### src/logic/flash_cmd_consts.svh
`ifndef FLASH_CMD_CONSTS_SVH
`define FLASH_CMD_CONSTS_SVH

// ----------------------------------------------------------------
// opcodes of the single-wire command set
// ----------------------------------------------------------------
`define OP_NO_OPERATION        8'h00
`define OP_WRITE_PERMIT        8'h06
`define OP_WRITE_FORBID        8'h04
`define OP_PROG_ERASE_PAUSE    8'hb0
`define OP_PROG_ERASE_CONTINUE 8'h30
`define OP_DEEP_SLEEP          8'hb9
`define OP_BURST_LENGTH        8'hc0
`define OP_OTP_AREA_ENTER      8'hb1
`define OP_OTP_AREA_LEAVE      8'hc1
`define OP_RESET_ARM           8'h66
`define OP_MEMORY_RESET        8'h99
`define OP_IDENT_READ          8'h9f
`define OP_DISCOVERY_READ      8'h5a
`define OP_STATUS_READ         8'h05
`define OP_CONFIG_READ         8'h15
`define OP_STATUS_CONFIG_WRITE 8'h01
`define OP_CONFIG2_READ        8'h71
`define OP_CONFIG2_WRITE       8'h72

// ----------------------------------------------------------------
// byte counts of the command frames
// ----------------------------------------------------------------
`define DISCOVERY_ADDR_BYTES   3'h3
`define CONFIG2_ADDR_BYTES     3'h4
`define STATUS_WRITE_MAX_BYTES 3'h2
`define ONE_DATA_BYTE          3'h1
`define IDENT_BYTES            2'h3

// ----------------------------------------------------------------
// reset values
// ----------------------------------------------------------------
`define STATUS_RESET           8'h00
`define CONFIG_RESET           8'h00
`define CONFIG2_RESET          8'h00
`define BURST_LENGTH_RESET     8'h00

`endif

### src/logic/flash_cmd_pkg.sv
package flash_cmd_pkg;

  // command frame states
  typedef enum logic [2:0] {
    ST_IDLE,
    ST_OPCODE,
    ST_ADDR,
    ST_DIN,
    ST_DOUT,
    ST_DONE,
    ST_STANDBY
  } frame_state_t;

endpackage : flash_cmd_pkg

### src/logic/spi_sample_if.sv
`timescale 1ns/1ps
`default_nettype none

// sampled pin levels and edge events from the pin sampler
interface spi_sample_if;
  logic cs_low;     // chip select asserted, filtered level
  logic cs_fall;    // one-cycle pulse, frame starts
  logic cs_rise;    // one-cycle pulse, frame ends
  logic sclk_rise;  // one-cycle pulse
  logic sclk_fall;  // one-cycle pulse
  logic sdi;        // filtered serial input level

  modport producer (output cs_low, cs_fall, cs_rise, sclk_rise, sclk_fall, sdi);
  modport consumer (input cs_low, cs_fall, cs_rise, sclk_rise, sclk_fall, sdi);
endinterface : spi_sample_if

`default_nettype wire

### src/logic/serial_flash_cmd_decoder.sv
// Summary of operation
// opcode 06h sets write permit latch
// opcode 04h clears write permit latch
// decode pause, continue, burst length, otp enter/leave
// opcode B9h enters deep sleep
// 00h no effect; 66h arms, 99h resets
// reset only when arm came directly before
// 9Fh returns maker byte then two id bytes
// status, config, config2, discovery register opcodes
// invalid sequence: output released until next select
// sample rising, drive falling; dtr uses both
// otp mode blocks main array access
// first byte is opcode, msb first
`timescale 1ns/1ps
`default_nettype none
`include "flash_cmd_consts.svh"

module serial_flash_cmd_decoder #(
  parameter logic [7:0] MAKER_ID = 8'h5c,  // arbitrary value
  parameter logic [7:0] DEV_ID_A = 8'h31,  // arbitrary value
  parameter logic [7:0] DEV_ID_B = 8'h27   // arbitrary value
) (
  input  wire logic        clk_i,                 // 10 MHz system clock
  input  wire logic        rst_i,                 // async reset, active high
  input  wire logic        cs_n_i,                // chip select pin, active low
  input  wire logic        sclk_i,                // serial clock pin
  input  wire logic        sdi_i,                 // serial data in pin
  input  wire logic        dtr_mode_i,            // double transfer rate select
  input  wire logic [7:0]  disc_data_i,           // discovery byte at disc_addr_o
  output logic             sdo_o,                 // serial data out
  output logic             sdo_oe_o,              // high while sdo_o is driven
  output logic             write_permit_latch_o,  // write permit latch
  output logic             pause_pulse_o,         // suspend program/erase, pulse
  output logic             continue_pulse_o,      // resume program/erase, pulse
  output logic             deep_sleep_o,          // deep power down active
  output logic [7:0]       burst_len_o,           // burst length setting
  output logic             otp_area_o,            // secured area only, array blocked
  output logic             mem_reset_o,           // memory reset, pulse
  output logic [7:0]       status_o,              // status byte
  output logic [7:0]       config_o,              // configuration byte
  output logic [7:0]       config2_o,             // second configuration byte
  output logic [23:0]      disc_addr_o            // discovery read address
);

  // ----------------------------------------------------------------
  // pin sampling
  // ----------------------------------------------------------------
  spi_sample_if smp ();

  spi_pin_sampler u_sampler (
    .clk_i  (clk_i),
    .rst_i  (rst_i),
    .cs_n_i (cs_n_i),
    .sclk_i (sclk_i),
    .sdi_i  (sdi_i),
    .smp    (smp.producer)
  );

  // ----------------------------------------------------------------
  // state
  // ----------------------------------------------------------------
  flash_cmd_pkg::frame_state_t st_q;
  flash_cmd_pkg::frame_state_t st_d;
  logic [2:0]  bit_q;
  logic [6:0]  rx_q;
  logic [7:0]  op_q;
  logic [2:0]  cnt_q;
  logic [31:0] addr_q;
  logic [7:0]  d0_q;
  logic [7:0]  d1_q;
  logic        armed_q;
  logic        reset_ok_q;
  logic [7:0]  tx_q;
  logic [2:0]  tx_bit_q;
  logic [1:0]  id_idx_q;

  // ----------------------------------------------------------------
  // edge selection and receive decode
  // ----------------------------------------------------------------
  wire       rx_ev   = smp.sclk_rise | (dtr_mode_i & smp.sclk_fall);
  wire       tx_ev   = smp.sclk_fall | (dtr_mode_i & smp.sclk_rise);
  wire [7:0] rx_byte = {rx_q, smp.sdi};
  wire       in_frame = smp.cs_low & ~smp.cs_fall;
  wire       byte_done = in_frame & rx_ev & (bit_q == 3'h7);
  wire [2:0] cnt_inc = cnt_q + 3'h1;

  // opcode lookup on the byte just completed
  wire op_single = (rx_byte == `OP_NO_OPERATION) | (rx_byte == `OP_WRITE_PERMIT)
                 | (rx_byte == `OP_WRITE_FORBID) | (rx_byte == `OP_PROG_ERASE_PAUSE)
                 | (rx_byte == `OP_PROG_ERASE_CONTINUE) | (rx_byte == `OP_DEEP_SLEEP)
                 | (rx_byte == `OP_OTP_AREA_ENTER) | (rx_byte == `OP_OTP_AREA_LEAVE)
                 | (rx_byte == `OP_RESET_ARM) | (rx_byte == `OP_MEMORY_RESET);
  wire op_din    = (rx_byte == `OP_BURST_LENGTH) | (rx_byte == `OP_STATUS_CONFIG_WRITE);
  wire op_dout   = (rx_byte == `OP_IDENT_READ) | (rx_byte == `OP_STATUS_READ)
                 | (rx_byte == `OP_CONFIG_READ);
  wire op_addr   = (rx_byte == `OP_DISCOVERY_READ) | (rx_byte == `OP_CONFIG2_READ)
                 | (rx_byte == `OP_CONFIG2_WRITE);
  wire op_wake   = (rx_byte == `OP_RESET_ARM) | (rx_byte == `OP_MEMORY_RESET);
  wire op_ok     = deep_sleep_o ? op_wake : (op_single | op_din | op_dout | op_addr);

  // byte counts of the current command
  wire [2:0] addr_need = (op_q == `OP_DISCOVERY_READ) ? `DISCOVERY_ADDR_BYTES
                                                      : `CONFIG2_ADDR_BYTES;
  wire [2:0] din_max   = (op_q == `OP_STATUS_CONFIG_WRITE) ? `STATUS_WRITE_MAX_BYTES
                                                           : `ONE_DATA_BYTE;
  wire       addr_then_write = (op_q == `OP_CONFIG2_WRITE);

  // command executes at the frame end on a byte boundary
  wire exec = smp.cs_rise & (bit_q == 3'h0)
            & ((st_q == flash_cmd_pkg::ST_DONE)
            | ((st_q == flash_cmd_pkg::ST_DIN) & (cnt_q != 3'h0)));

  // ----------------------------------------------------------------
  // frame state machine
  // ----------------------------------------------------------------
  always_comb begin
    st_d = st_q;
    case (st_q)
      flash_cmd_pkg::ST_IDLE, flash_cmd_pkg::ST_STANDBY: begin
        st_d = st_q;
      end
      flash_cmd_pkg::ST_OPCODE: begin
        if (byte_done) begin
          if (!op_ok) st_d = flash_cmd_pkg::ST_STANDBY;
          else if (op_single) st_d = flash_cmd_pkg::ST_DONE;
          else if (op_din) st_d = flash_cmd_pkg::ST_DIN;
          else if (op_dout) st_d = flash_cmd_pkg::ST_DOUT;
          else st_d = flash_cmd_pkg::ST_ADDR;
        end
      end
      flash_cmd_pkg::ST_ADDR: begin
        if (byte_done && cnt_inc == addr_need) begin
          st_d = addr_then_write ? flash_cmd_pkg::ST_DIN : flash_cmd_pkg::ST_DOUT;
        end
      end
      flash_cmd_pkg::ST_DIN: begin
        if (byte_done && cnt_inc == din_max) st_d = flash_cmd_pkg::ST_DONE;
      end
      flash_cmd_pkg::ST_DONE: begin
        if (byte_done) st_d = flash_cmd_pkg::ST_STANDBY;
      end
      flash_cmd_pkg::ST_DOUT: begin
        st_d = st_q;
      end
      default: st_d = flash_cmd_pkg::ST_IDLE;
    endcase
    if (smp.cs_fall) st_d = flash_cmd_pkg::ST_OPCODE;
    else if (smp.cs_rise) st_d = flash_cmd_pkg::ST_IDLE;
  end

  always_ff @(posedge clk_i or posedge rst_i) begin
    if (rst_i) st_q <= flash_cmd_pkg::ST_IDLE;
    else st_q <= st_d;
  end

  // ----------------------------------------------------------------
  // receive shifter, byte counters and captured fields
  // ----------------------------------------------------------------
  always_ff @(posedge clk_i or posedge rst_i) begin
    if (rst_i) begin
      bit_q  <= 3'h0;
      rx_q   <= 7'h00;
      cnt_q  <= 3'h0;
      op_q   <= `OP_NO_OPERATION;
      addr_q <= 32'h0000_0000;
      d0_q   <= 8'h00;
      d1_q   <= 8'h00;
    end else if (smp.cs_fall) begin
      bit_q <= 3'h0;
      cnt_q <= 3'h0;
    end else if (in_frame && rx_ev && st_q != flash_cmd_pkg::ST_DOUT) begin
      bit_q <= bit_q + 3'h1;
      rx_q  <= rx_byte[6:0];
      if (byte_done) begin
        case (st_q)
          flash_cmd_pkg::ST_OPCODE: op_q <= rx_byte;
          flash_cmd_pkg::ST_ADDR: addr_q <= {addr_q[23:0], rx_byte};
          flash_cmd_pkg::ST_DIN: begin
            if (cnt_q == 3'h0) d0_q <= rx_byte;
            else d1_q <= rx_byte;
          end
          default: d0_q <= d0_q;
        endcase
        cnt_q <= (st_q == flash_cmd_pkg::ST_ADDR && cnt_inc == addr_need) ? 3'h0
               : ((st_q == flash_cmd_pkg::ST_OPCODE) ? cnt_q : cnt_inc);
      end
    end else if (st_q == flash_cmd_pkg::ST_DOUT && tx_ev && tx_bit_q == 3'h0
                 && op_q == `OP_DISCOVERY_READ) begin
      addr_q <= addr_q + 32'h1;
    end
  end

  // ----------------------------------------------------------------
  // reset arming, judged at each opcode
  // ----------------------------------------------------------------
  always_ff @(posedge clk_i or posedge rst_i) begin
    if (rst_i) begin
      armed_q    <= 1'b0;
      reset_ok_q <= 1'b0;
    end else if (byte_done && st_q == flash_cmd_pkg::ST_OPCODE) begin
      armed_q    <= (rx_byte == `OP_RESET_ARM);
      reset_ok_q <= armed_q & (rx_byte == `OP_MEMORY_RESET);
    end
  end

  // ----------------------------------------------------------------
  // transmit path: next byte selection and falling-edge shifting, both edges in dtr mode
  // ----------------------------------------------------------------
  wire [7:0] id_byte = (id_idx_q == 2'h0) ? MAKER_ID
                     : ((id_idx_q == 2'h1) ? DEV_ID_A : DEV_ID_B);
  wire [7:0] next_tx = (op_q == `OP_STATUS_READ)  ? status_o
                     : (op_q == `OP_CONFIG_READ)  ? config_o
                     : (op_q == `OP_CONFIG2_READ) ? config2_o
                     : (op_q == `OP_IDENT_READ)   ? id_byte
                     : disc_data_i;
  wire       tx_go   = (st_q == flash_cmd_pkg::ST_DOUT) & smp.cs_low & tx_ev;

  always_ff @(posedge clk_i or posedge rst_i) begin
    if (rst_i) begin
      sdo_o    <= 1'b0;
      tx_q     <= 8'h00;
      tx_bit_q <= 3'h0;
      id_idx_q <= 2'h0;
    end else if (st_q != flash_cmd_pkg::ST_DOUT) begin
      tx_bit_q <= 3'h0;
      id_idx_q <= 2'h0;
    end else if (tx_go) begin
      tx_bit_q <= tx_bit_q + 3'h1;
      if (tx_bit_q == 3'h0) begin
        sdo_o    <= next_tx[7];
        tx_q     <= {next_tx[6:0], 1'b0};
        id_idx_q <= (id_idx_q == `IDENT_BYTES - 2'h1) ? 2'h0 : id_idx_q + 2'h1;
      end else begin
        sdo_o <= tx_q[7];
        tx_q  <= {tx_q[6:0], 1'b0};
      end
    end
  end

  // output driven only while answering; released in standby
  always_ff @(posedge clk_i or posedge rst_i) begin
    if (rst_i) sdo_oe_o <= 1'b0;
    else sdo_oe_o <= (st_d == flash_cmd_pkg::ST_DOUT);
  end

  // ----------------------------------------------------------------
  // command execution at the end of a well-formed frame
  // ----------------------------------------------------------------
  wire do_reset = exec & (op_q == `OP_MEMORY_RESET) & reset_ok_q;
  wire do_wr    = exec & write_permit_latch_o;

  always_ff @(posedge clk_i or posedge rst_i) begin
    if (rst_i) begin
      write_permit_latch_o <= 1'b0;
      pause_pulse_o        <= 1'b0;
      continue_pulse_o     <= 1'b0;
      deep_sleep_o         <= 1'b0;
      burst_len_o          <= `BURST_LENGTH_RESET;
      otp_area_o           <= 1'b0;
      mem_reset_o          <= 1'b0;
      status_o             <= `STATUS_RESET;
      config_o             <= `CONFIG_RESET;
      config2_o            <= `CONFIG2_RESET;
    end else begin
      pause_pulse_o    <= exec & (op_q == `OP_PROG_ERASE_PAUSE);
      continue_pulse_o <= exec & (op_q == `OP_PROG_ERASE_CONTINUE);
      mem_reset_o      <= do_reset;
      if (do_reset) begin
        write_permit_latch_o <= 1'b0;
        deep_sleep_o         <= 1'b0;
        otp_area_o           <= 1'b0;
        burst_len_o          <= `BURST_LENGTH_RESET;
      end else if (exec) begin
        case (op_q)
          `OP_WRITE_PERMIT: write_permit_latch_o <= 1'b1;
          `OP_WRITE_FORBID: write_permit_latch_o <= 1'b0;
          `OP_DEEP_SLEEP: deep_sleep_o <= 1'b1;
          `OP_BURST_LENGTH: burst_len_o <= d0_q;
          `OP_OTP_AREA_ENTER: otp_area_o <= 1'b1;
          `OP_OTP_AREA_LEAVE: otp_area_o <= 1'b0;
          `OP_STATUS_CONFIG_WRITE: begin
            if (do_wr) begin
              status_o             <= d0_q;
              config_o             <= (cnt_q == `STATUS_WRITE_MAX_BYTES) ? d1_q : config_o;
              write_permit_latch_o <= 1'b0;
            end
          end
          `OP_CONFIG2_WRITE: begin
            if (do_wr) begin
              config2_o            <= d0_q;
              write_permit_latch_o <= 1'b0;
            end
          end
          default: deep_sleep_o <= deep_sleep_o;
        endcase
      end
    end
  end

  assign disc_addr_o = addr_q[23:0];

endmodule : serial_flash_cmd_decoder

`default_nettype wire

### src/logic/spi_pin_sampler.sv
`timescale 1ns/1ps
`default_nettype none

module spi_pin_sampler (
  input  wire logic     clk_i,    // system clock
  input  wire logic     rst_i,    // async reset, active high
  input  wire logic     cs_n_i,   // chip select pin, active low
  input  wire logic     sclk_i,   // serial clock pin
  input  wire logic     sdi_i,    // serial data in pin
  spi_sample_if.producer smp      // sampled levels and edges
);

  // ----------------------------------------------------------------
  // three-stage sampling, level moves when stages two and three agree
  // ----------------------------------------------------------------
  logic [2:0] s1_q;
  logic [2:0] s2_q;
  logic [2:0] s3_q;
  logic [2:0] lvl_q;
  logic [2:0] pin_w;
  logic [2:0] lvl_d;
  logic [2:0] lvl_old_q;

  assign pin_w = {cs_n_i, sclk_i, sdi_i};

  // per-pin filter
  genvar g;
  generate
    for (g = 0; g < 3; g++) begin : g_pin
      assign lvl_d[g] = (s2_q[g] == s3_q[g]) ? s3_q[g] : lvl_q[g];
    end
  endgenerate

  // synchroniser stages, idle levels: cs high, sclk low
  always_ff @(posedge clk_i or posedge rst_i) begin
    if (rst_i) begin
      s1_q      <= 3'h4;
      s2_q      <= 3'h4;
      s3_q      <= 3'h4;
      lvl_q     <= 3'h4;
      lvl_old_q <= 3'h4;
    end else begin
      s1_q      <= pin_w;
      s2_q      <= s1_q;
      s3_q      <= s2_q;
      lvl_q     <= lvl_d;
      lvl_old_q <= lvl_q;
    end
  end

  // edge events from the filtered levels
  assign smp.cs_low    = ~lvl_q[2];
  assign smp.cs_fall   = lvl_old_q[2] & ~lvl_q[2];
  assign smp.cs_rise   = ~lvl_old_q[2] & lvl_q[2];
  assign smp.sclk_rise = ~lvl_old_q[1] & lvl_q[1];
  assign smp.sclk_fall = lvl_old_q[1] & ~lvl_q[1];
  assign smp.sdi       = lvl_q[0];

endmodule : spi_pin_sampler

`default_nettype wire

### config.mk
export PLATFORM = sky130hd
export DESIGN_NAME = serial_flash_cmd_decoder
export DESIGN_NICKNAME = d
export VERILOG_FILES = /design/src/logic/flash_cmd_pkg.sv /design/src/logic/spi_sample_if.sv /design/src/logic/serial_flash_cmd_decoder.sv /design/src/logic/spi_pin_sampler.sv
export VERILOG_INCLUDE_DIRS = /design/src /design/src/logic
export SDC_FILE = /design/constraint.sdc
export NUM_CORES = 1
export LEC_CHECK = 0
export ABC_AREA = 0
export BUFFER_PORTS_ARGS = -buffer_cell sky130_fd_sc_hd__buf_2
export CAP_MARGIN = 20
export CORE_ASPECT_RATIO = 1.25
export CORE_MARGIN = 3
export CORE_UTILIZATION = 60
export DETAILED_ROUTE_END_ITERATION = 8
export PLACE_DENSITY = 0.82
export SYNTH_ARGS = -nofsm -noshare
export SYNTH_HDL_FRONTEND = slang
export SYNTH_HIERARCHICAL = 1
export SYNTH_SLANG_ARGS = --single-unit
### constraint.sdc
create_clock -name clk_i -period 9 [get_ports clk_i]
set_clock_uncertainty 0.1 [all_clocks]
set_input_delay 0.45 -clock clk_i [delete_from_list [all_inputs] [get_ports clk_i]]
set_output_delay 0.45 -clock clk_i [all_outputs]
set_load 0.01 [all_outputs]
==> Yosys cells after proc, flatten, opt, wreduce, memory -nomap -nowiden <==
Index checks and enable logic that the tools add are counted.
Widths: inputs -> output; s select.
{ "totals": {"reg_bits": 142, "latch_bits": 0, "elab_cells": 236, "n_memories": 0, "input_bits": 14, "ram_bits": 0, "mem_bits_ro": 0, "output_inout_bits": 64} }
{ "classes": {"n_lt_le_gt_ge": 0, "n_eq_ne": 54, "muxes": 53, "reduce_logical": 43, "add_sub_neg": 5, "shifts": 0, "div": 0, "n_mul": 0, "bitwise_logic": 49} }
{ "ops": {"columns": ["operator", "n"], "rows": [
  ["$mux 32", 4],
  ["$eq 8x8->1 const B", 14],
  ["$mux 8", 8],
  ["$mux 3", 21],
  ["$eq 8x7->1 const B", 7],
  ["$eq 8x3->1 const B", 6],
  ["$add 32x1->32 const B", 1],
  ["$or 1x1->1", 21],
  ["$and 1x1->1", 20],
  ["$eq 8x1->1 const B", 2],
  ["$eq 8x5->1 const B", 2],
  ["$eq 8x6->1 const B", 2],
  ["$reduce_and 4->1", 4],
  ["$reduce_bool 2->1", 8],
  ["$eq 3x3->1 const B", 5],
  ["$pmux 3 s5", 1],
  ["$reduce_and 5->1", 3],
  ["$logic_not 3->1", 4],
  ["$reduce_and 2->1", 6],
  ["$mux 1", 10],
  ["$mux 2", 5],
  ["$add 3x1->3 const B", 3],
  ["$eq 3x2->1 const B", 3],
  ["$logic_and 1x1->1", 9],
  ["23 further kinds", 35]
]} }

==> Logic depth before layout (Yosys ltp) <==
Gate-level depths: netlist of the first run.
{ "depth": {"depth_word": 20, "depth_mapped": 10, "mapped_depth_nobuf": 8} }

==> By module <==
The synthesis of the first run kept the hierarchy.
{ "modules_own_cells": {"columns": ["module", "area_each_um2", "instances", "seq_area_each_um2", "cells_per_inst"], "rows": [
  ["serial_flash_cmd_decoder", 6388.6, 1, 2952.8, 669],
  ["spi_pin_sampler", 424.2, 1, 356.6, 23]
]} }

==> Least setup slack after synthesis of the first run <==
Ideal clock, no wire load.
{ "synth_path": {"path_type": "register -> register", "start": "reg cnt_q[0]", "end": "reg config_o[0]", "t_required_ps": 8773, "t_arrival_ps": 2321, "n_path_buf": 1, "setup_time_ps": 127, "setup_slack_ps": 6452, "period_less_slack_ps": 2548, "stages_incl_launch_ff": 10, "path_cell_list": "dfrtp_1 > inv_1 > ha_1 > nor2b_1 > o21ai_2 > nand4_4 > nor4b_4 > and3b_1 > buf_4 > mux2_1"} }
{ "synth_between": {"elab_chain_cells": 8, "word_cells_on_any_way": 10, "cone_classes": "1 x eq/ne; 7 x bitwise; 2 x reduce/logical"} }
{ "synth_lines": {"columns": ["element", "line", "text"], "rows": [
  ["from (decl)", "serial_flash_cmd_decoder.sv:67", "logic [2:0] cnt_q;"],
  ["from (signal assigned)", "serial_flash_cmd_decoder.sv:184", "cnt_q <= (st_q == flash_cmd_pkg::ST_ADDR && cnt_inc == addr_need) ? 3'h0"],
  ["$reduce_bool 3->1", "serial_flash_cmd_decoder.sv:111", "| ((st_q == flash_cmd_pkg::ST_DIN) & (cnt_q != 3'h0)));"],
  ["$and 1x1->1", "serial_flash_cmd_decoder.sv:111", null],
  ["$or 1x1->1", "serial_flash_cmd_decoder.sv:111", null],
  ["$and 1x1->1", "serial_flash_cmd_decoder.sv:110", "& ((st_q == flash_cmd_pkg::ST_DONE)"],
  ["$and 1x1->1 (2 in series)", "serial_flash_cmd_decoder.sv:249", "wire do_reset = exec & (op_q == `OP_MEMORY_RESET) & reset_ok_q;"],
  ["$not 1->1 (no source line)", null, null],
  ["$reduce_and 5->1 (no source line) *", null, null],
  ["to (signal assigned)", "serial_flash_cmd_decoder.sv:262", "config_o <= `CONFIG_RESET;"],
  ["to (signal assigned)", "serial_flash_cmd_decoder.sv:284", "config_o <= (cnt_q == `STATUS_WRITE_MAX_BYTES) ? d1_q : config_o;"],
  ["to (decl)", "serial_flash_cmd_decoder.sv:40", "output logic [7:0] config_o,"]
]} }
Every way passes the cells marked *; elsewhere a longest branch is shown, timed or not.
A chain may end at the register's enable or synchronous reset.

==> Final worst setup path of the first run <==
{ "layout_path": {"start": "reg cnt_q[0]", "end": "reg config_o[6]"} }
The elaborated chain is that of the path after synthesis.

==> metrics.md, run 1 <==
| Metric | Value |
|---|---|
| RSZ-0062 raised after global routing | `no` |
| H-Tree Depth | `4` |
| DR DRC count | `0` |
| Final net count | `777` |
| Die Area | `12,680 um2` |
| Placeable core region | `10,830 um2` |
| Worst hold slack | `0.03028 ns` |
| Top FF cell, synth | `sky130_fd_sc_hd__dfrtp_1` |
| Global route total overflow | `0` |
| Aggregate negative setup slack | `0 ns` |
| Dpl ws | `5.955 ns` |
| ANT cells | `0` |
| Worst-Margin Slew | `0.9370 ns` |
| Global placer's final weighted congestion | `0.9160` |
| Met3 Routed Length | `960 um` |
| ANT nets after route | `0` |
| Count of final max-slew check failures | `0` |
| Post-synth top area cell | `sky130_fd_sc_hd__dfrtp_1` |
| Clock Root Buffer | `sky130_fd_sc_hd__clkbuf_16` |
| Crit end category | `flop` |
| Power Density | `194.2 nW/um2` |
| Delay of the slowest critical-path stage | `0.73 ns` |
| Synthesized-area fraction occupied by ao, oa, aoi and oai cells | `15.72%` |
| Post-synth EDFFs | `0` |
| Area added between synthesis and finish | `15.06%` |
| Chain of cells forming the critical path | `inv_1, ha_1, nor2b_1, o21ai_2, nand4_4, nor4b_4, and3b_1, mux2_1` |
| Synth Net Count | `715` |
| Detail-routed net length per standard cell | `19.32 um` |
| Final period utilization | `34.96%` |
| Number of instances in the synthesized netlist | `692` |
| Post-synth top area share | `46.65%` |
| Number of buffer cells added on primary ports | `77` |
| Cell types occupying the most area after synthesis | `sky130_fd_sc_hd__dfrtp_1, sky130_fd_sc_hd__mux2_2, sky130_fd_sc_hd__nand2_1, sky130_fd_sc_hd__a21oi_1, sky130_fd_sc_hd__nor2_1` |
| Clock latency at the later pin of the worst-skew pair | `0.42 ns` |
| Number of buffers between clock root and the deepest sink | `2` |
| Iteration count of the initial detailed-routing pass | `5` |
| Final min period | `3.146 ns` |
| Count of synthesis-stage warnings from yosys | `6` |
| Utilization after layout | `72.41%` |
| TritonCTS clock tree | `built` |
| Normalized max-slew margin | `36.68%` |
| Main combinational cell family by area after synthesis | `simple AND/OR/NAND/NOR gates` |
| Fmax | `317.9 MHz` |
| Post-Syn Area per Cell | `9.845 um2` |
| Number of hold-slack violations in the final timing report | `0` |
| Category of the most critical setup path | `flop to flop` |
| Register clock-pin slew on the reported worst setup and hold paths | `0.06 ns` |
| Sum of internal, switching and leakage power | `0.001522 W` |
| Total number of placement rows | `42` |
| Required @ worst endpoint | `9.20 ns` |
| Max_cap viols | `0` |
| Mapped Area | `6813 um2` |
| Pin count of the biggest net entering global routing | `65` |
| Max stage delay cell, worst path | `sky130_fd_sc_hd__nor4b_4` |
| Number of buffers inserted during clock tree synthesis | `17` |
| Via-per-instance ratio | `6.407` |
| Via count of the first global-routing pass | `5,675` |
| Run status | `completed` |
| Initial antenna violation count | `0` |
| Leakage | `3.757 nW` |
| Worst Hold Class | `primary input to flop` |
| Synth Area in XOR/XNOR | `0.3857%` |
| Starting density of the core | `62.93%` |
| Multiplexer share of the synthesized area | `7.989%` |
| Number of distinct library cells after synthesis | `69` |
| Ports placed on the boundary | `78` |
| Highest metal used | `met4` |
| Arrival time worst endpoint | `3.34 ns` |
| Global-route wire length before repair | `28,170 um` |
| Die extent in y | `125.1 um` |
| TritonCTS sink count | `132` |
| Fraction of the yosys area taken by sequential cells | `48.58%` |
| Number of violations reported at the end of detailed-routing iteration 0 | `397` |
| Crit path max fanout | `10` |
| Proportion of layout cells with a drive suffix above 1 | `23.08%` |
| Number of failing setup endpoints in the final timing report | `0` |
| Final WL | `17,370 um` |
| Total number of vias | `5,760` |
| Metal1 wirelength | `6861 um` |
| Worst IR drop on VDD | `0.1603 mV` |
| Simple logic cell fraction of the synthesized area | `21.41%` |
| Total GRT Usage | `28.08%` |
| Kind of launch point of the worst setup path | `flop` |
| Sum of met2 wire segment lengths after detailed routing | `8838 um` |
| Post-CTS Resized | `0` |
| Register bit count reported by yosys | `132` |
| Post-detailed-placement half-perimeter wirelength | `12,160 um` |
| Share of flip-flops with an asynchronous set or reset after synthesis | `100.0%` |
| Arithmetic-cell share of the synthesized area counting full adders, half adders and majority gates | `2.149%` |
| Post-route worst setup slack | `5.854 ns` |
| Width of the die | `101.3 um` |
==> cells by family after synthesis <==
kind of cell	Yosys count
simple gates	270
flops	132
mux	49
buf+inv	62
xor+xnor	3
compound gates	164
fa+ha+maj	12
==> path summary, 6_finish.rpt <==
| path | from | end | slack (ns) | depth (start not counted) |
|---|---|---|---|---|
| max in group asynchronous | rst_i | addr_q[1]$_DFFE_PP0P_ | 6.95 | 4 |
| hold reg to reg | u_sampler/s1_q[1]$_DFF_PP0_ | u_sampler/s2_q[1]$_DFF_PP0_ | 0.25 | 0 |
| setup / recovery | cnt_q[0]$_DFFE_PP0P_ | config_o[6]$_DFFE_PP0P_ | 5.85 | 8 |
| hold / removal | cs_n_i | u_sampler/s1_q[2]$_DFF_PP1_ | 0.03 | 1 |
| setup reg to reg | cnt_q[0]$_DFFE_PP0P_ | config_o[6]$_DFFE_PP0P_ | 5.85 | 8 |
| min in group asynchronous | rst_i | u_sampler/s2_q[1]$_DFF_PP0_ | 0.53 | 3 |
==> stage by stage <==
step,instances,area (um2)
final,899,7839
after detailed placement,866,7233
after global placement,866,7233
after global routing,899,7839
after floorplan,692,6813
after CTS,899,7839
==> where the power goes <==
| part | leakage [nW] | total, W | internal (W) | switching, W |
|---|---|---|---|---|
| combinational | 1.68 | 0.000135 | 0.0000574 | 0.0000779 |
| sequential | 1.79 | 0.000688 | 0.000619 | 0.0000696 |
| clock | 0.287 | 0.000698 | 0.000415 | 0.000284 |
==> layer usage <==
layer	global-route usage, %	up-vias
met3	5.181	49
met5	0	-
met2	47.27	244
li1	-	2648
met4	13.69	0
met1	34.25	2819
==> cell type report <==
type                       count  area [um2]
clock buffer                  17       425.4
clock inverter                15       170.2
fill                         780        2987
inverter                      22       85.08
multi-input combinational    498        3251
sequential                   132        3309
tap                          132       165.2
timing repair buffer          83       432.9
==> sequential cells by signal, summed over array words and instances (netlist names), 3 cells and up <==
signal,cells
u_sampler/s3_q,3
st_q,3
rx_q,7
tx_bit_q,3
u_sampler/s1_q,3
tx_q,7
config_o,8
config2_o,8
u_sampler/s2_q,3
d0_q,8
cnt_q,3
u_sampler/lvl_q,3
bit_q,3
addr_q,24
d1_q,8
status_o,8
op_q,8
burst_len_o,8
==> cell usage after synthesis (5+ instances only) <==
cell type	count
sky130_fd_sc_hd__nand3_1	21
sky130_fd_sc_hd__a21bo_2	8
sky130_fd_sc_hd__dfstp_2	5
sky130_fd_sc_hd__a21oi_1	55
sky130_fd_sc_hd__clkbuf_1	28
sky130_fd_sc_hd__nand2b_1	11
sky130_fd_sc_hd__a211oi_1	9
sky130_fd_sc_hd__a211o_1	5
sky130_fd_sc_hd__mux2i_1	8
sky130_fd_sc_hd__nor2b_1	8
sky130_fd_sc_hd__a31oi_1	8
sky130_fd_sc_hd__nand4_1	20
sky130_fd_sc_hd__mux2_2	32
sky130_fd_sc_hd__a2bb2oi_1	7
sky130_fd_sc_hd__ha_1	9
sky130_fd_sc_hd__o31ai_1	7
sky130_fd_sc_hd__nand2_1	91
sky130_fd_sc_hd__dfrtp_1	127
sky130_fd_sc_hd__nor2_1	47
sky130_fd_sc_hd__o21ai_0	27
sky130_fd_sc_hd__and4_1	6
sky130_fd_sc_hd__o22ai_1	10
sky130_fd_sc_hd__or3_1	6
sky130_fd_sc_hd__nor3_1	12
sky130_fd_sc_hd__and3_1	10
sky130_fd_sc_hd__mux2_1	8
sky130_fd_sc_hd__inv_1	22
sky130_fd_sc_hd__nor3b_1	6
sky130_fd_sc_hd__buf_2	6
==> worst max-delay path, delay by kind of cell, from the launching register on <==
kind	cells	cell delay [ns]
flip-flops	1	0.39
adder cells (fa/ha/maj)	1	0.23
AO/OA/AOI/OAI	1	0.18
AND/OR/NAND/NOR	4	1.61
multiplexers	1	0.39
buffers and inverters	1	0.12
==> cells in the final DEF, fill, tap and decap left out, types with 4 or more instances in the layout <==
cell / synthesis / routed
sky130_fd_sc_hd__dfrtp_1: 127 / 127
sky130_fd_sc_hd__and2_1: 4 / 4
sky130_fd_sc_hd__clkinv_4: 0 / 4
sky130_fd_sc_hd__nand4_1: 20 / 20
sky130_fd_sc_hd__a21bo_2: 8 / 8
sky130_fd_sc_hd__a2bb2oi_1: 7 / 7
sky130_fd_sc_hd__nor3b_1: 6 / 6
sky130_fd_sc_hd__inv_1: 22 / 21
sky130_fd_sc_hd__o221ai_1: 4 / 4
sky130_fd_sc_hd__mux2i_1: 8 / 8
sky130_fd_sc_hd__a211oi_1: 9 / 9
sky130_fd_sc_hd__a21o_1: 4 / 4
sky130_fd_sc_hd__o22ai_1: 10 / 10
sky130_fd_sc_hd__nand3_1: 21 / 21
sky130_fd_sc_hd__and3_1: 10 / 10
sky130_fd_sc_hd__nor3_1: 12 / 12
sky130_fd_sc_hd__nand2b_1: 11 / 11
sky130_fd_sc_hd__clkbuf_16: 0 / 17
sky130_fd_sc_hd__a31oi_1: 8 / 8
sky130_fd_sc_hd__mux2_1: 8 / 8
sky130_fd_sc_hd__nand2_1: 91 / 91
sky130_fd_sc_hd__buf_4: 2 / 5
sky130_fd_sc_hd__a21oi_1: 55 / 54
sky130_fd_sc_hd__dfstp_2: 5 / 5
sky130_fd_sc_hd__o31ai_1: 7 / 7
sky130_fd_sc_hd__nor2_1: 47 / 47
sky130_fd_sc_hd__mux2_2: 32 / 32
sky130_fd_sc_hd__a211o_1: 5 / 5
sky130_fd_sc_hd__nor2b_1: 8 / 8
sky130_fd_sc_hd__o21ai_0: 27 / 27
sky130_fd_sc_hd__inv_6: 0 / 5
sky130_fd_sc_hd__or3_1: 6 / 6
sky130_fd_sc_hd__buf_2: 6 / 77
sky130_fd_sc_hd__ha_1: 9 / 9
sky130_fd_sc_hd__and4_1: 6 / 6
==> repair_timing <==
item | in CTS | in global routing
hold endpoints to repair | 9 | 0
buffers inserted | 0 | 0
hold buffers | 1 | 0
(Power assumes the default switching activity.)
==> inputs of run 2 (changes only) <==
- CORE_UTILIZATION: 60 -> 59
- PLACE_DENSITY: 0.82 -> 0.8
- clock period: 9 -> 2.97 ns (I/O delays scaled with it)
==> metrics.md, run 2 (same netlist as run 1, synthesis figures left out) <==
| Metric | Value |
|---|---|
| Run status | `completed (unchanged)` |
| Proportion of layout cells with a drive suffix above 1 | `24.71% (was 23.08%)` |
| ANT cells | `0 (unchanged)` |
| Final WL | `17,410 um (was 17,370 um)` |
| Largest register by flop count | `addr_q (unchanged)` |
| End of the worst register-to-register path | `config_o[0]$_DFFE_PP0P_ (was config_o[6]$_DFFE_PP0P_)` |
| Category of the most critical setup path | `flop to flop (unchanged)` |
| Final period utilization | `88.81% (was 34.96%)` |
| Power Density | `601.2 nW/um2 (was 194.2 nW/um2)` |
| H-Tree Depth | `4 (unchanged)` |
| Crit end category | `flop (unchanged)` |
| Area added between synthesis and finish | `19.08% (was 15.06%)` |
| Number of buffers between clock root and the deepest sink | `2 (unchanged)` |
| Most common cell after layout, fill and taps aside | `sky130_fd_sc_hd__dfrtp_1 (unchanged)` |
| Die extent in y | `126.1 um (was 125.1 um)` |
| Via-per-instance ratio | `6.363 (was 6.407)` |
| Leakage | `3.906 nW (was 3.757 nW)` |
| Pin count of the biggest net entering global routing | `57 (was 65)` |
| Post-Layout Cell Count | `924 (was 899)` |
| Reg-to-reg slack, setup | `0.33 ns (was 5.85 ns)` |
| Clock Root Buffer | `sky130_fd_sc_hd__clkbuf_16 (unchanged)` |
| Width of the die | `102.1 um (was 101.3 um)` |
| Clock latency at the later pin of the worst-skew pair | `0.42 ns (about the same)` |
| Via count of the first global-routing pass | `5,744 (was 5,675)` |
| Number of failing setup endpoints in the final timing report | `0 (unchanged)` |
| Global route total overflow | `0 (unchanged)` |
| Utilization after layout | `72.50% (was 72.41%)` |
| Worst Hold Class | `primary input to flop (unchanged)` |
| Fmax | `379.1 MHz (was 317.9 MHz)` |
| Kind of launch point of the worst setup path | `flop (unchanged)` |
| Required @ worst endpoint | `3.16 ns (was 9.20 ns)` |
| Number of violations reported at the end of detailed-routing iteration 0 | `411 (was 397)` |
| Global-route wire length before repair | `28,550 um (was 28,170 um)` |
| Max_cap viols | `0 (unchanged)` |
| Die Area | `12,880 um2 (was 12,680 um2)` |
| Most used cells in the layout excluding fill and tap cells | `sky130_fd_sc_hd__dfrtp_1, sky130_fd_sc_hd__nand2_1, sky130_fd_sc_hd__buf_2 (unchanged)` |
| Total GRT Usage | `28.15% (was 28.08%)` |
| Initial antenna violation count | `0 (unchanged)` |
| Number of buffer cells added on primary ports | `77 (unchanged)` |
| TritonCTS clock tree | `built (unchanged)` |
| Dpl ws | `0.3336 ns (was 5.955 ns)` |
| Final net count | `799 (was 777)` |
| Iteration count of the initial detailed-routing pass | `5 (unchanged)` |
| TritonCTS sink count | `132 (unchanged)` |
| Number of hold-slack violations in the final timing report | `0 (unchanged)` |
| Register clock-pin slew on the reported worst setup and hold paths | `0.06 ns (about the same)` |
| Count of final max-slew check failures | `0 (unchanged)` |
| Dpl cells | `888 (was 866)` |
| Crit path max fanout | `10 (unchanged)` |
| Post-detailed-placement half-perimeter wirelength | `12,360 um (was 12,160 um)` |
| Final min period | `2.638 ns (was 3.146 ns)` |
| Critical Path End | `config_o[0]$_DFFE_PP0P_ (was config_o[6]$_DFFE_PP0P_)` |
| Post-route worst setup slack | `0.3323 ns (was 5.854 ns)` |
| Crit path launch | `cnt_q[0]$_DFFE_PP0P_ (unchanged)` |
| DR DRC count | `0 (unchanged)` |
| Flip-flop count of the largest register, all copies and words added | `24 (unchanged)` |
| Total number of placement rows | `43 (was 42)` |
| Placeable core region | `11,190 um2 (was 10,830 um2)` |
| Aggregate negative setup slack | `0 ns (unchanged)` |
| Normalized max-slew margin | `49.51% (was 36.68%)` |
| Detail-routed net length per standard cell | `18.84 um (was 19.32 um)` |
| Worst-Margin Slew | `0.7494 ns (was 0.9370 ns)` |
| Reg-to-reg critical path startpoint | `cnt_q[0]$_DFFE_PP0P_ (unchanged)` |
| RSZ-0062 raised after global routing | `no (unchanged)` |
| Setup Fix Bufs, Post-CTS | `0 (unchanged)` |
| Reg2reg path depth | `8 (unchanged)` |
| Global placer's final weighted congestion | `0.9413 (was 0.9160)` |
| ANT nets after route | `0 (unchanged)` |
| Worst IR drop on VDD | `0.4273 mV (was 0.1603 mV)` |
| Number of buffers inserted during clock tree synthesis | `17 (unchanged)` |
| Starting density of the core | `60.88% (was 62.93%)` |
| Ports placed on the boundary | `78 (unchanged)` |
| Total number of vias | `5,879 (was 5,760)` |
| Arrival time worst endpoint | `2.83 ns (was 3.34 ns)` |
[run 2: cell count changes in the layout (fill, tap and decap cells not counted), sizes merged]
cell         change
buf             +19
inv              -6
clkbuf           +4
bufinv           +3
dlygate4sd3      +3
clkinv           -2
clkinvlp         +1
[run 2: final cells by class]
class / count / area, um2
Inverter: 22 / 86.33
Clock buffer: 21 / 470.5
Sequential cell: 132 / 3309
Tap cell: 135 / 168.9
Clock inverter: 11 / 196.4
Timing Repair Buffer: 105 / 630.6
Multi-Input combinational cell: 498 / 3251
Fill cell: 779 / 3078
[run 2: worst max-delay path: stages, from the launching register on]
cell,delay (ns)
sky130_fd_sc_hd__dfrtp_1,0.38
sky130_fd_sc_hd__inv_1,0.11
sky130_fd_sc_hd__ha_1,0.22
sky130_fd_sc_hd__nor2b_1,0.15
sky130_fd_sc_hd__o21ai_2,0.17
sky130_fd_sc_hd__nand4_4,0.22
sky130_fd_sc_hd__nor4b_4,0.33
sky130_fd_sc_hd__and3b_1,0.46
sky130_fd_sc_hd__mux2_1,0.38
[run 2: repair_timing]
action,CTS,global route
resized for setup,0,0
hold buffers,4,0
endpoints found under the hold margin,39,0
[run 2: how the worst min path moves through the flow]
stage	from	slack (ns)	end	cells past startpoint
2_1_floorplan	rst_i	-0.07	u_sampler/lvl_old_q[1]$_DFF_PP0_	1
5_1_grt	disc_data_i[0]	0.18	tx_q[1]$_DFFE_PP0P_	5
3_5_place_dp	rst_i	0.13	u_sampler/s1_q[1]$_DFF_PP0_	2
3_3_place_gp	rst_i	0.11	u_sampler/s1_q[0]$_DFF_PP0_	2
4_1_cts	disc_data_i[5]	0.14	tx_q[6]$_DFFE_PP0P_	5
6_report	disc_data_i[5]	0.16	tx_q[6]$_DFFE_PP0P_	5
[run 2: metal layers]
layer | vias to the layer above | track usage (%) | share of wire, %
met5 | - | 0 | 0
met4 | 0 | 13.28 | 4.7
met3 | 75 | 5.873 | 6.2
met2 | 286 | 47.15 | 50
met1 | 2832 | 34.30 | 39
li1 | 2686 | - | -
[run 2: per-stage QoR]
stage               hold slack (ns)  total power (W)  cell area, um2
finish                       0.1563         0.004878            8113
global route                 0.1815         0.005057            8113
CTS                          0.1438         0.004889            8113
detailed placement           0.1336         0.002541            7406
global placement             0.1128         0.002520            7406
floorplan                  -0.06586         0.002392            6817
[run 2: power by group]
group / internal [W] / switching (W)
sequential: 0.00188 / 0.000155
clock: 0.00156 / 0.000775
combinational: 0.000203 / 0.000308
==> inputs of run 3 (changes only) <==
- RECOVER_POWER: unset -> 100
==> metrics.md, run 3 (same netlist as run 1, synthesis figures left out) <==
| Metric | Value |
|---|---|
| Run status | `completed (unchanged)` |
| DR DRC count | `0 (unchanged)` |
| Kind of launch point of the worst setup path | `flop (unchanged)` |
| Final WL | `17,490 um (was 17,410 um)` |
| Starting density of the core | `60.88% (unchanged)` |
| Iteration count of the initial detailed-routing pass | `5 (unchanged)` |
| Launch instance of the worst min-delay path | `disc_data_i[5] (unchanged)` |
| Clock Root Buffer | `sky130_fd_sc_hd__clkbuf_16 (unchanged)` |
| Register clock-pin slew on the reported worst setup and hold paths | `0.06 ns (about the same)` |
| Number of buffers inserted during clock tree synthesis | `17 (unchanged)` |
| Global-route wire length before repair | `28,550 um (unchanged)` |
| Via count of the first global-routing pass | `5,744 (unchanged)` |
| Number of failing setup endpoints in the final timing report | `0 (unchanged)` |
| Hold Crit Endpoint | `tx_q[6]$_DFFE_PP0P_ (unchanged)` |
| Final period utilization | `91.45% (was 88.81%)` |
| Leakage | `3.570 nW (was 3.906 nW)` |
| Via-per-instance ratio | `6.382 (was 6.363)` |
| Power Density | `613.8 nW/um2 (was 601.2 nW/um2)` |
| Worst-Margin Slew | `1.284 ns (was 0.7494 ns)` |
| TritonCTS clock tree | `built (unchanged)` |
| Max_cap viols | `0 (unchanged)` |
| Die extent in y | `126.1 um (unchanged)` |
| Category of the most critical setup path | `flop to flop (unchanged)` |
| Final net count | `799 (unchanged)` |
| Final min period | `2.716 ns (was 2.638 ns)` |
| Proportion of layout cells with a drive suffix above 1 | `14.32% (was 24.71%)` |
| End of the worst register-to-register path | `addr_q[19]$_DFFE_PP0P_ (was config_o[0]$_DFFE_PP0P_)` |
| Crit path max fanout | `20 (was 10)` |
| Post-detailed-placement half-perimeter wirelength | `12,360 um (unchanged)` |
| Required @ worst endpoint | `3.21 ns (was 3.16 ns)` |
| Flip-flop count of the largest register, all copies and words added | `24 (unchanged)` |
| Reg2reg path depth | `9 (was 8)` |
| Reg-to-reg slack, setup | `0.25 ns (was 0.33 ns)` |
| Total number of vias | `5,897 (was 5,879)` |
| Sum of internal, switching and leakage power | `0.004869 W (was 0.004878 W)` |
| Global placer's final weighted congestion | `0.9413 (unchanged)` |
| ANT nets after route | `0 (unchanged)` |
| Worst hold slack | `0.1622 ns (was 0.1563 ns)` |
| Total number of placement rows | `43 (unchanged)` |
| Crit path launch | `u_sampler/lvl_q[2]$_DFFE_PP1N_ (was cnt_q[0]$_DFFE_PP0P_)` |
| Largest register by flop count | `addr_q (unchanged)` |
| Worst IR drop on VDD | `0.4267 mV (was 0.4273 mV)` |
| ANT cells | `0 (unchanged)` |
| Detail-routed net length per standard cell | `18.93 um (was 18.84 um)` |
| Fmax | `368.2 MHz (was 379.1 MHz)` |
| TritonCTS sink count | `132 (unchanged)` |
| Area added between synthesis and finish | `16.44% (was 19.08%)` |
| Total GRT Usage | `28.15% (unchanged)` |
| Most common cell after layout, fill and taps aside | `sky130_fd_sc_hd__dfrtp_1 (unchanged)` |
| Instance count along the most critical hold path | `5 (unchanged)` |
| Pin count of the biggest net entering global routing | `57 (unchanged)` |
| Die Area | `12,880 um2 (unchanged)` |
| Fill cells | `846 (was 779)` |
| Reg-to-reg critical path startpoint | `u_sampler/lvl_q[2]$_DFFE_PP1N_ (was cnt_q[0]$_DFFE_PP0P_)` |
| Placeable core region | `11,190 um2 (unchanged)` |
| Number of buffer cells added on primary ports | `77 (unchanged)` |
| Ports placed on the boundary | `78 (unchanged)` |
| Width of the die | `102.1 um (unchanged)` |
| Count of final max-slew check failures | `0 (unchanged)` |
| H-Tree Depth | `4 (unchanged)` |
| Normalized max-slew margin | `13.91% (was 49.51%)` |
| Clock latency at the later pin of the worst-skew pair | `0.42 ns (about the same)` |
| RSZ-0062 raised after global routing | `no (unchanged)` |
| Number of buffers between clock root and the deepest sink | `2 (unchanged)` |
| Number of violations reported at the end of detailed-routing iteration 0 | `395 (was 411)` |
| Arrival time worst endpoint | `2.96 ns (was 2.83 ns)` |
| Global route total overflow | `0 (unchanged)` |
| Number of hold-slack violations in the final timing report | `0 (unchanged)` |
| Most used cells in the layout excluding fill and tap cells | `sky130_fd_sc_hd__dfrtp_1, sky130_fd_sc_hd__nand2_1, sky130_fd_sc_hd__clkbuf_1 (was sky130_fd_sc_hd__dfrtp_1, sky130_fd_sc_hd__nand2_1, sky130_fd_sc_hd__buf_2)` |
| Worst Hold Class | `primary input to flop (unchanged)` |
| Aggregate negative setup slack | `0 ns (unchanged)` |
| Crit end category | `flop (unchanged)` |
| Post-CTS Resized | `0 (unchanged)` |
| Initial antenna violation count | `0 (unchanged)` |
run 3: changes by cell type in the layout (fill, tap and decap cells not counted), sizes merged:
cell,change
buf,-75
clkbuf,+75
run 3: area by class of cell:
class | instances | area, um2 | area share [%]
inverter | 22 | 83.83 | 1.057
clock inverter | 11 | 196.4 | 2.476
sequential | 132 | 3309 | 41.72
tap | 135 | 168.9 | 2.129
timing repair buffer | 105 | 504.2 | 6.356
multi-input combinational | 498 | 3199 | 40.33
clock buffer | 21 | 470.5 | 5.931
run 3: worst max-delay path, cell delays in order, from the launching register on:
cell	delay [ns]
sky130_fd_sc_hd__dfstp_1	0.58
sky130_fd_sc_hd__and2b_1	0.32
sky130_fd_sc_hd__and3b_1	0.30
sky130_fd_sc_hd__and2_0	0.23
sky130_fd_sc_hd__nand2_1	0.10
sky130_fd_sc_hd__a21oi_1	0.14
sky130_fd_sc_hd__clkbuf_2	0.38
sky130_fd_sc_hd__buf_4	0.28
sky130_fd_sc_hd__a21oi_1	0.08
sky130_fd_sc_hd__a21oi_1	0.12
run 3: metal layers:
metal  vias to the layer above  part of all wire (%)  wire [um]  GRT usage, %
met4                         0                   4.5        788         13.28
met1                      2835                    38       6686         34.30
met2                       309                    51       8834         47.15
met3                        66                   6.8       1182         5.873
met5                         -                     0          0             0
li1                       2687                     -          -             -
run 3: worst max-delay path by stage:
stage | to | slack, ns | cells past startpoint
2_1_floorplan | config_o[0]$_DFFE_PP0P_ | 0.42 | 9
3_3_place_gp | config_o[6]$_DFFE_PP0P_ | 0.44 | 8
3_5_place_dp | config_o[5]$_DFFE_PP0P_ | 0.33 | 8
4_1_cts | config_o[0]$_DFFE_PP0P_ | 0.31 | 8
5_1_grt | sdo_oe_o$_DFF_PP0_ | 0.09 | 7
6_report | addr_q[19]$_DFFE_PP0P_ | 0.25 | 9
run 3: power breakdown:
part	internal, W	total [W]	leakage [nW]	switching [W]
clock network	0.00156	0.00234	0.320	0.000775
registers	0.00188	0.00203	1.79	0.000155
logic	0.000198	0.000503	1.46	0.000305
run 3: repair_timing:
item | in CTS | in global routing
hold endpoints to repair | 39 | 0
hold buffers | 4 | 0
setup buffers | 0 | 0
run 3: per-stage QoR:
| step | instances | setup slack, ns | utilization [%] | area, um2 |
|---|---|---|---|---|
| global route | 924 | 0.08511 | 70.89 | 7933 |
| finish | 924 | 0.2539 | 70.89 | 7933 |
| global placement | 888 | 0.4431 | 66.18 | 7406 |
| CTS | 924 | 0.3069 | 72.50 | 8113 |
| floorplan | 692 | 0.4219 | - | 6817 |
| detailed placement | 888 | 0.3336 | 66.18 | 7406 |
